### config.mk
export PLATFORM = sky130hd
export DESIGN_NAME = sgm_stop_guard_sysmode
export DESIGN_NICKNAME = d
export VERILOG_FILES = /design/src/rtl/sgm_pkg.sv /design/src/rtl/sgm_stop_guard_sysmode.sv
export SDC_FILE = /design/constraint.sdc
export NUM_CORES = 1
export LEC_CHECK = 0
export ABC_CLOCK_PERIOD_IN_PS = 2100
export BUFFER_PORTS_ARGS = -buffer_cell sky130_fd_sc_hd__buf_2
export CAP_MARGIN = 20
export CORE_UTILIZATION = 50
export DETAILED_ROUTE_END_ITERATION = 8
export MAX_ROUTING_LAYER = met4
export PLACE_DENSITY = 0.94
export SYNTH_ARGS = -nofsm -noshare
export SYNTH_HDL_FRONTEND = slang
export SYNTH_SLANG_ARGS = --single-unit
### constraint.sdc
create_clock -name clk -period 2.1 [get_ports clk]
set_input_delay 0.315 -clock clk [delete_from_list [all_inputs] [get_ports clk]]
set_output_delay 0.315 -clock clk [all_outputs]
set_load 0.02 [all_outputs]
### src/rtl/sgm_pkg.sv
// Package: register map, field layout and command types of the stop guard and system mode block
package sgm_pkg;

    // ****************************************************************
    // Register map
    // ****************************************************************
    localparam logic [7:0] ADDR_SYSTEM_MODE_CONTROL = 8'hde;
    localparam logic [7:0] ADDR_STOP_ARM_GUARD      = 8'hf3;

    // ****************************************************************
    // Stop guard values
    // ****************************************************************
    localparam logic [7:0] STOP_KEY        = 8'ha5;  // 10100101
    localparam logic [7:0] STOP_GUARD_RST  = 8'h00;

    // ****************************************************************
    // System mode fields
    // ****************************************************************
    localparam int          SYM_TRI_BIT     = 7;
    localparam int          SYM_LVL_LSB     = 2;
    localparam int          SYM_FIE_BIT     = 1;
    localparam int          SYM_GIE_BIT     = 0;
    localparam logic [7:0]  SYM_WRITE_MASK  = 8'h9f;  // Bits 6 and 5 unused
    localparam logic [7:0]  SYM_RST         = 8'h00;
    localparam logic [2:0]  FAST_LVL_UNUSED = 3'h5;
    localparam logic [2:0]  FAST_LVL_RST    = 3'h0;

    // CPU register access carried as one bundle
    typedef struct packed {
        logic       wr;
        logic       rd;
        logic [7:0] addr;
        logic [7:0] wdata;
    } sgm_reg_req_t;

    // CPU instruction events that touch this block
    typedef struct packed {
        logic stop;      // Stop instruction executed
        logic int_en;    // Interrupt enable instruction
        logic int_dis;   // Interrupt disable instruction
    } sgm_cpu_evt_t;

endpackage : sgm_pkg

### src/rtl/sgm_stop_guard_sysmode.sv
// Module: stop guard and system mode control registers
`timescale 1ns/1ps
module sgm_stop_guard_sysmode
(
    input  wire logic                 clk,
    input  wire logic                 srst,
    input  wire sgm_pkg::sgm_reg_req_t reg_req,
    input  wire sgm_pkg::sgm_cpu_evt_t cpu_evt,
    output logic [7:0]                rdata,
    output logic                      stop_enter,
    output logic                      stop_reset_req,
    output logic                      ext_if_oe_n,
    output logic                      global_int_en,
    output logic                      fast_int_en,
    output logic [2:0]                fast_int_level,
    output logic                      fast_level_valid
);

    // ****************************************************************
    // Local sizes
    // ****************************************************************
    // The fast level field is three bits wide, matching its output port
    localparam int LVL_W = 3;

    // ****************************************************************
    // State and next values
    // ****************************************************************
    logic [7:0]       stop_arm_guard;           // Keyed stop guard register
    logic [7:0]       system_mode_control;      // System mode register
    logic [7:0]       next_stop_arm_guard;
    logic [7:0]       next_system_mode_control;
    logic [7:0]       next_rdata;
    logic             next_stop_enter;
    logic             next_stop_reset_req;
    logic             next_ext_if_oe_n;
    logic             next_global_int_en;
    logic             next_fast_int_en;
    logic [LVL_W-1:0] next_fast_int_level;
    logic             next_fast_level_valid;
    logic             guard_write;              // Write aimed at the guard this cycle
    logic             mode_write;               // Write aimed at the mode register

    // ****************************************************************
    // Decode helpers
    // ****************************************************************
    // True only for the exact key; every other byte keeps stop unavailable
    function automatic logic key_ok(input logic [7:0] v);
        key_ok = (v == sgm_pkg::STOP_KEY);
    endfunction : key_ok

    // Register strobe aimed at one address
    function automatic logic reg_hit(input logic       strobe,
                                     input logic [7:0] addr,
                                     input logic [7:0] target);
        reg_hit = strobe && (addr == target);
    endfunction : reg_hit

    // Fast level field of a mode value
    function automatic logic [LVL_W-1:0] fast_level(input logic [7:0] v);
        fast_level = v[sgm_pkg::SYM_LVL_LSB +: LVL_W];
    endfunction : fast_level

    // The unused level code never qualifies, so a stray code cannot win fast service
    function automatic logic fast_ok(input logic [7:0] v);
        fast_ok = v[sgm_pkg::SYM_FIE_BIT] && (fast_level(v) != sgm_pkg::FAST_LVL_UNUSED);
    endfunction : fast_ok

    // ****************************************************************
    // Strobe decode
    // ****************************************************************
    // Shared by the guard and mode groups; unmapped writes hit neither
    assign guard_write = reg_hit(reg_req.wr, reg_req.addr, sgm_pkg::ADDR_STOP_ARM_GUARD);
    assign mode_write  = reg_hit(reg_req.wr, reg_req.addr, sgm_pkg::ADDR_SYSTEM_MODE_CONTROL);

    // ****************************************************************
    // Stop guard group
    // ****************************************************************
    // A successful stop beats a guard write in the same cycle, so a consumed key never survives
    always_comb
    begin
        next_stop_arm_guard = stop_arm_guard;
        next_stop_enter     = 1'b0;
        next_stop_reset_req = 1'b0;
        if (guard_write)
        begin
            next_stop_arm_guard = reg_req.wdata;
        end
        if (cpu_evt.stop)
        begin
            if (key_ok(stop_arm_guard))
            begin
                next_stop_enter     = 1'b1;
                next_stop_arm_guard = sgm_pkg::STOP_GUARD_RST;
            end
            else
            begin
                // Only a request; the device reset comes back to us on srst
                next_stop_reset_req = 1'b1;
            end
        end
    end

    // A stop in the reset cycle is dropped along with everything else
    always_ff @(posedge clk)
    begin
        if (srst)
        begin
            stop_arm_guard <= sgm_pkg::STOP_GUARD_RST;
            stop_enter     <= 1'b0;
            stop_reset_req <= 1'b0;
        end
        else
        begin
            stop_arm_guard <= next_stop_arm_guard;
            stop_enter     <= next_stop_enter;
            stop_reset_req <= next_stop_reset_req;
        end
    end

    // ****************************************************************
    // System mode group
    // ****************************************************************
    // Instruction events beat a mode write on bit 0, and enable beats disable
    always_comb
    begin
        next_system_mode_control = system_mode_control;
        if (mode_write)
        begin
            next_system_mode_control = reg_req.wdata & sgm_pkg::SYM_WRITE_MASK;
        end
        if (cpu_evt.int_en)
        begin
            next_system_mode_control[sgm_pkg::SYM_GIE_BIT] = 1'b1;
        end
        else if (cpu_evt.int_dis)
        begin
            next_system_mode_control[sgm_pkg::SYM_GIE_BIT] = 1'b0;
        end
        // Outputs follow the new value so they move on the same edge as the register
        next_ext_if_oe_n      = next_system_mode_control[sgm_pkg::SYM_TRI_BIT];
        next_global_int_en    = next_system_mode_control[sgm_pkg::SYM_GIE_BIT];
        next_fast_int_en      = next_system_mode_control[sgm_pkg::SYM_FIE_BIT];
        next_fast_int_level   = fast_level(next_system_mode_control);
        next_fast_level_valid = fast_ok(next_system_mode_control);
    end

    // Active low enable: high floats the lines; level bits reset to a known code
    always_ff @(posedge clk)
    begin
        if (srst)
        begin
            system_mode_control <= sgm_pkg::SYM_RST;
            ext_if_oe_n         <= sgm_pkg::SYM_RST[sgm_pkg::SYM_TRI_BIT];
            global_int_en       <= sgm_pkg::SYM_RST[sgm_pkg::SYM_GIE_BIT];
            fast_int_en         <= sgm_pkg::SYM_RST[sgm_pkg::SYM_FIE_BIT];
            fast_int_level      <= sgm_pkg::FAST_LVL_RST;
            fast_level_valid    <= 1'b0;
        end
        else
        begin
            system_mode_control <= next_system_mode_control;
            ext_if_oe_n         <= next_ext_if_oe_n;
            global_int_en       <= next_global_int_en;
            fast_int_en         <= next_fast_int_en;
            fast_int_level      <= next_fast_int_level;
            fast_level_valid    <= next_fast_level_valid;
        end
    end

    // ****************************************************************
    // Read group
    // ****************************************************************
    // Unmapped reads return zero; a read never disturbs either register
    always_comb
    begin
        next_rdata = '0;
        if (reg_req.rd)
        begin
            unique case (reg_req.addr)
                sgm_pkg::ADDR_STOP_ARM_GUARD:      next_rdata = stop_arm_guard;
                sgm_pkg::ADDR_SYSTEM_MODE_CONTROL: next_rdata = system_mode_control;
                default:                           next_rdata = '0;
            endcase
        end
    end

    // Read data stands for one cycle, then falls back to zero
    always_ff @(posedge clk)
    begin
        if (srst)
        begin
            rdata <= '0;
        end
        else
        begin
            rdata <= next_rdata;
        end
    end

endmodule : sgm_stop_guard_sysmode

== Word-level counts from Yosys, hierarchy flattened ==
Index checks and enable logic that the tools add are counted.
Widths: inputs -> output; s select.

* Eq/ne operators: 4
* Multiplexer cells: 9
* Bitwise logic cells: 2
* Reductions and logical operators: 5

{| class="wikitable"
|+ Operators by type and width
! cell !! number
|-
| $mux 8 || 4
|-
| $eq 8x8->1 const B || 3
|-
| $pmux 8 s2 || 1
|-
| $mux 1 || 4
|-
| $reduce_or 2->1 || 2
|-
| $logic_and 1x1->1 || 3
|-
| $ne 3x3->1 const B || 1
|-
| $not 1->1 || 2
|}

* Register bits: 31
* Bits of input ports: 23
* Output and inout port bits: 17
* Word-level logic and storage cells: 30

== Longest topological paths before layout ==
Gate-level depths: netlist of the first run.

* Depth in word-level cells: 5
* Depth in mapped cells: 5
* Gate-level depth less buffers: 4

== Worst setup path after synthesis of the first run ==
Ideal clock, no wire load.

* Path kind: input to register
* Start point: input port reg_req[13] in the netlist's numbering
* End point: register system_mode_control[0]
* Library setup time: 86 ps
* Arrival time: 1142 ps
* Data required time: 2014 ps
* Slack: 871 ps
* Stages on the path: 5
* Buffers on the path: 1
* Path through: and4bb_1 and2_4 buf_8 a31oi_4 a221oi_2

* Word-level cells in the longest chain between the ends: 5

{| class="wikitable"
|+ RTL lines
! item !! RTL line !! source
|-
| start: declaration || sgm_stop_guard_sysmode.sv:7 || <nowiki>input wire sgm_pkg::sgm_reg_req_t reg_req,</nowiki>
|-
| $eq 8x8->1 || sgm_stop_guard_sysmode.sv:55 || <nowiki>reg_hit = strobe && (addr == target);</nowiki>
|-
| $logic_and 1x1->1 || sgm_stop_guard_sysmode.sv:55 ||
|-
| $mux 8 || sgm_stop_guard_sysmode.sv:127 || <nowiki>if (mode_write)</nowiki>
|-
| $mux 1 || sgm_stop_guard_sysmode.sv:135 || <nowiki>else if (cpu_evt.int_dis)</nowiki>
|-
| $mux 1 || sgm_stop_guard_sysmode.sv:131 || <nowiki>if (cpu_evt.int_en)</nowiki>
|-
| end signal: assignment || sgm_stop_guard_sysmode.sv:152 || <nowiki>system_mode_control <= sgm_pkg::SYM_RST;</nowiki>
|-
| end signal: assignment || sgm_stop_guard_sysmode.sv:161 || <nowiki>system_mode_control <= next_system_mode_control;</nowiki>
|-
| end: declaration || sgm_stop_guard_sysmode.sv:29 || <nowiki>logic [7:0] system_mode_control;</nowiki>
|}

Every way passes these cells.
A chain may end at the register's enable or synchronous reset.

== Worst setup path in the final report of the first run ==
* Start point: register stop_arm_guard[3]
* End point: register stop_arm_guard[3]

* Word-level cells in the longest chain between the ends: 3
* Elaborated cells between the ends (all ways): 4
* Classes of those cells: 1 x eq/ne; 3 x mux

{| class="wikitable"
|+ RTL lines
! item !! RTL line !! source
|-
| start: declaration || sgm_stop_guard_sysmode.sv:28 || <nowiki>logic [7:0] stop_arm_guard;</nowiki>
|-
| start signal: assignment || sgm_stop_guard_sysmode.sv:108 || <nowiki>stop_arm_guard <= sgm_pkg::STOP_GUARD_RST;</nowiki>
|-
| start signal: assignment || sgm_stop_guard_sysmode.sv:114 || <nowiki>stop_arm_guard <= next_stop_arm_guard;</nowiki>
|-
| $eq 8x8->1 or $mux 8 (tied branches) || sgm_stop_guard_sysmode.sv:48, sgm_stop_guard_sysmode.sv:84 ||
|-
| $mux 8 || sgm_stop_guard_sysmode.sv:90 || <nowiki>if (key_ok(stop_arm_guard))</nowiki>
|-
| $mux 8 (*) || sgm_stop_guard_sysmode.sv:88 || <nowiki>if (cpu_evt.stop)</nowiki>
|}

Every way passes the cells marked *; elsewhere a longest branch is shown, timed or not.

==> results of run 1 <==
-- worst paths after layout --
kind	to	depth (start not counted)
max	stop_arm_guard[3]	4
min reg2reg	stop_arm_guard[6]	2
min	system_mode_control[0]	2
max reg2reg	stop_arm_guard[3]	4
-- synthesized netlist by cell type --
library cell  count
buf_8             1
nor2_1           15
nand4bb_1         2
a31oi_4           1
a21o_1            1
nand3b_1          2
nand2b_1          1
buf_4             2
nand4_1           1
dfxtp_1          25
and2_4            1
and3b_1           1
a221oi_2          1
nor2b_1           1
nand2_1           6
clkbuf_1          1
nand3_1           6
and4bb_1          2
inv_1             1
and2_1            1
and3_1            2
and4_2            1
a22oi_1           6
nor3b_1           1
a21oi_1           6
mux2i_1           8
nand3_2           2
-- state kept, by name, indices dropped and copies added (netlist names) --
signal / count
system_mode_control: 3
ext_if_oe_n: 1
stop_reset_req: 1
fast_level_valid: 1
stop_arm_guard: 8
stop_enter: 1
fast_int_level: 2
rdata: 8
-- logic make-up after synthesis --
| group | Yosys count |
|---|---|
| AOI/OAI and AO/OA | 15 |
| and+or+nand+nor | 45 |
| buffers and inverters | 5 |
| muxes | 8 |
| DFF | 25 |
-- layer usage --
layer / vias up / global-route usage (%)
met5: - / -
met4: 0 / 10.3
met3: 8 / 3.85
met2: 41 / 37.5
met1: 405 / 25.7
li1: 429 / -
-- worst max-delay path, cell delays in order (launching register included) --
cell	delay (ns)
dfxtp_1	0.36
nand4bb_1	0.20
nor2_1	0.20
a21o_1	0.31
nor2_1	0.11
-- layout make-up --
class | count | area, um^2 | share of cell area (%)
Clock buffer | 3 | 22.5 | 1.84
Multi-Input combinational cell | 68 | 463 | 37.9
Timing Repair Buffer | 39 | 195 | 16.0
Inverter | 1 | 3.75 | 0.307
Sequential cell | 25 | 500 | 41.0
Clock inverter | 1 | 5.00 | 0.410
Tap cell | 25 | 31.3 | 2.56
-- stage by stage --
step                utilization [%]  cells  hold slack, ns  power (uW)  setup slack [ns]
CTS                            67.8    162           0.167         744             0.829
global placement               66.3    158           0.448         541             0.746
floorplan                         -     98           0.404         514             0.871
detailed placement             66.3    158           0.459         543             0.662
global route                   67.8    162           0.140         778             0.718
finish                         67.8    162           0.166         744             0.821
-- power by group through the flow --
stage	logic [uW]	clock network (uW)	registers, uW
after CTS	53.8	211	478
after detailed placement	53.6	0	489
after global placement	52.3	0	489
final	53.9	212	478
after global routing	59.0	240	479
after floorplan	21.8	0	492
==> impl_metrics.ini, run 1 <==
[power_and_ir_drop]
power.density_mw_per_mm2 = 609
p_leak_uw = 0.000587
internal_power_uw = 573
peakVddDrop_mv = 0.361
switchingPower_uw = 171
pwr-share-clk_pct = 28.5
p_sw_share_pct = 23.0
seqPwrFrac_pct = 64.3
pwr-share-comb_pct = 7.2

[yosys]
syn-cell-area_mm2 = 0.00100
synth_cell_types = 27
yosys.area_share.simple_pct = 26.4
syn-instance-count = 98
synth_warnings = 0
ys_seq_elements = 25
yosys.area_share.xor_xnor_pct = 0
ys_seq_area_share_pct = 50.0
synth.avg_cell_area_um2 = 10.2
syn_nets = 121
synth_top_cell_by_area = dfxtp_1
yosys-mux-area-fraction_pct = 8.00
synth.top_cells.by_area = dfxtp_1 50%, mux2i_1 8.0%, nor2_1 5.6%
synth-adder-area-share_pct = 0
synth_top_family_by_area = simple AND/OR/NAND/NOR gates
synth_top_area_share_pct = 50.0
synth-compound-area-share_pct = 11.9

[drt]
dr_wl_met2_mm = 1.08
routedWlPerCell_um = 13.0
ant_nets = 0
dr.pass1.iters = 4
wirelength_mm = 2.11
topRoutingLayerUsed = met4
met1_length_um = 842
post-route-drc-count = 0
vias = 883
wl_met3_um = 132
drtIter0Drc = 26
viasPerCell = 5.45

[cts]
cts_buffers = 3
root_buffer = clkbuf_4
htreeDepth = 1
cts_hold_buf = 0
clk_pin_slew_ns = 0.13
cts_sinks = 25
clkLatencyLatePin_ns = 0.31
cts_resized = 0
cts_tree = done
post-cts-setup-buffers = 0
cts.path.max_buffers = 2

[global_routing]
grt_pass1_wl_mm = 3.35
grt_pass1_vias = 802
grt_overflow = 0
grt_usage_pct = 22.3
antenna_found_initial = 0
grt_max_degree = 15

[placement]
io_buffers = 39
finalWeightedCongestion = 0.810
dpl_cell_area_mm2 = 0.00119
dp_hpwl_mm = 1.63

[floorplan]
chipWidth_um = 46.7
fp.coreArea_mm2 = 0.00180
boundaryPins = 40
start_util_pct = 55.6
die-area_mm2 = 0.00218
rows = 15
die_y_um = 46.7

[setup_path]
path_max_fanout = 8
path_class = reg2reg
startpoint = stop_arm_guard[3]
endpoint_kind = register
crit_required_ns = 2.31
worstSetupStartpointType = register
r2r-start = stop_arm_guard[3]
arrival_ns = 1.49
reg2reg_slack_ns = 0.82

[run_status]
outcome = finished, final reports clean

[worst_hold_path]
hp-class = in2reg
worstHoldStart = cpu_evt[0]

[timing]
drv_slew = 0
clock_skew_ns = 0.000801
fmax_ghz = 0.782
rsz0062_at_grt = no
min_period_over_period_pct = 60.9
setup_tns_ns = 0
finalHoldViolations = 0
tightest_slew_ns = 0.383
final-setup-viol-count = 0
period_minus_slack_ns = 1.28
slew_headroom_pct = 74.5

[job]
drv_cap = 0

[finish]
drive_above_1_share_pct = 35.8
area_growth_pct = 22.0
final_cell_area_mm2 = 0.00122
final_common_cell = buf_2
layout_common_cells = 39 x buf_2, 25 x dfxtp_1, 15 x nor2_1, 8 x mux2i_1
fillers = 151
fin_nets = 161
antennaDiodeCount = 0
(Power assumes the default switching activity.)
==> run 2, diff against run 1 <==
- ABC_CLOCK_PERIOD_IN_PS: 2100 -> 1100
- CORE_UTILIZATION: 50 -> 42
- PLACE_DENSITY: 0.94 -> 0.86
- clock period: 2.1 -> 1.1 ns (I/O delays scaled with it)
==> run 2 against run 1 <==
Count of clock-buffer cells in the layout unchanged. Global-route usage decreased by 3.2 points. Register-to-register slack got worse by 0.78 ns. Setup slack got worse by 0.78 ns. Worst hold slack got worse by 0.16 ns. First-iteration DRC count decreased by 27%. Routed wire length increased by 0.33%. Maximum frequency increased by 20%. Die area increased by 18%. Critical path depth unchanged. Sequential power increased by 91%. Largest cell class unchanged.
==> impl_metrics.ini, run 2 (synthesized netlist as in run 1, its figures left out) <==
[timing]
final-setup-viol-count = 0
drv_slew = 0
setup_tns_ns = 0
tightest_slew_ns = 0.242
min_period_over_period_pct = 96.6
rsz0062_at_grt = yes
period_minus_slack_ns = 1.06
fmax_ghz = 0.942
fin_ws_ns = 0.0379
finalHoldViolations = 0
clock_skew_ns = 0.000754
slew_headroom_pct = 83.9

[drt]
vias = 910
wirelength_mm = 2.12
met1_length_um = 867
dr_wl_met2_mm = 1.08
topRoutingLayerUsed = met4
ant_nets = 0
dr.pass1.iters = 4
post-route-drc-count = 0
drtIter0Drc = 19
viasPerCell = 5.26
routedWlPerCell_um = 12.2
wl_met3_um = 132

[setup_path]
path_class = reg2reg
reg2reg_slack_ns = 0.04
arrival_ns = 1.29
reg2reg_depth = 4
endpoint_kind = register
crit_required_ns = 1.33
r2r-start = stop_arm_guard[1]
path_max_fanout = 8
worstSetupStartpointType = register
startpoint = stop_arm_guard[1]

[floorplan]
fp.coreArea_mm2 = 0.00223
rows = 17
start_util_pct = 44.8
die_y_um = 50.8
die-area_mm2 = 0.00258
chipWidth_um = 50.8
boundaryPins = 40

[job]
drv_cap = 0

[finish]
fin_nets = 169
antennaDiodeCount = 0
drive_above_1_share_pct = 45.5
layout_common_cells = 39 x buf_2, 19 x dfxtp_1, 13 x nor2_1, 8 x mux2i_1
final_common_cell = buf_2
reg_top3 = rdata (8), stop_arm_guard (8), system_mode_control (3)
area_growth_pct = 32.9

[run_status]
outcome = finished, final reports clean

[global_routing]
antenna_found_initial = 0
grt_pass1_vias = 843
grt_pass1_wl_mm = 3.47
grt_max_degree = 15
grt_usage_pct = 19.0
grt_overflow = 0

[placement]
dpl_worst_slack_ns = -0.136
dp_hpwl_mm = 1.61
io_buffers = 39
finalWeightedCongestion = 0.784

[power_and_ir_drop]
p_leak_uw = 0.000637
peakVddDrop_mv = 0.813
power.density_mw_per_mm2 = 1070
power.total_uw = 1430

[worst_hold_path]
hp-class = in2reg
worstHoldStart = cpu_evt[0]
worstHoldPathCells = 2

[cts]
cts.path.max_buffers = 2
clkLatencyLatePin_ns = 0.32
cts_sinks = 25
clk_pin_slew_ns = 0.13
htreeDepth = 1
post-cts-setup-buffers = 0
root_buffer = clkbuf_4
cts_tree = done
cts_buffers = 3
==> run 2: worst max-delay path: stages, from the launching register on <==
cell	delay [ns]
dfxtp_2	0.35
nand4bb_1	0.19
nor2_2	0.18
a21o_4	0.19
nor2_1	0.06
==> run 2: layout make-up <==
class	count	area, um^2
Clock buffer	3	22.5
Multi-Input combinational cell	68	475
Clock inverter	1	5.00
Tap cell	28	35.0
Sequential cell	25	508
Fill cell	193	903
Inverter	1	3.75
Timing Repair Buffer	47	280
==> run 2: power by group <==
| group | switching, uW | internal [uW] |
|---|---|---|
| Combinational | 57.4 | 52.9 |
| Clock | 270 | 136 |
| Sequential | 2.66 | 910 |
| Total | 330 | 1100 |
==> run 2: layer usage <==
| layer | vias to the layer above | GRT usage, % |
|---|---|---|
| li1 | 448 | - |
| met1 | 426 | 20.3 |
| met2 | 32 | 33.3 |
| met3 | 4 | 3.87 |
| met4 | 0 | 9.72 |
| met5 | - | - |
==> run 2: worst paths after layout <==
path / end
worst min register to register: stop_arm_guard[5]
worst max-delay path: stop_arm_guard[1]
worst max register to register: stop_arm_guard[1]
worst min-delay path: system_mode_control[0]
==> run 2: what timing repair did <==
item / in CTS / in global routing
pin swaps: 1 / 3
hold buffers: 0 / 0
endpoints found under the setup margin: 8 / 13
gates resized for setup: 1 / 9
==> run 2: through the flow <==
stage | hold slack [ns] | cell area (um^2) | utilization [%] | cells
final | 0.00955 | 1330 | 59.6 | 173
after global routing | 0.00503 | 1330 | 59.6 | 173
after CTS | 0.00774 | 1310 | 58.7 | 173
after detailed placement | 0.357 | 1280 | 57.4 | 169
after global placement | 0.353 | 1280 | 57.4 | 169
after floorplan | 0.254 | 1000 | - | 98
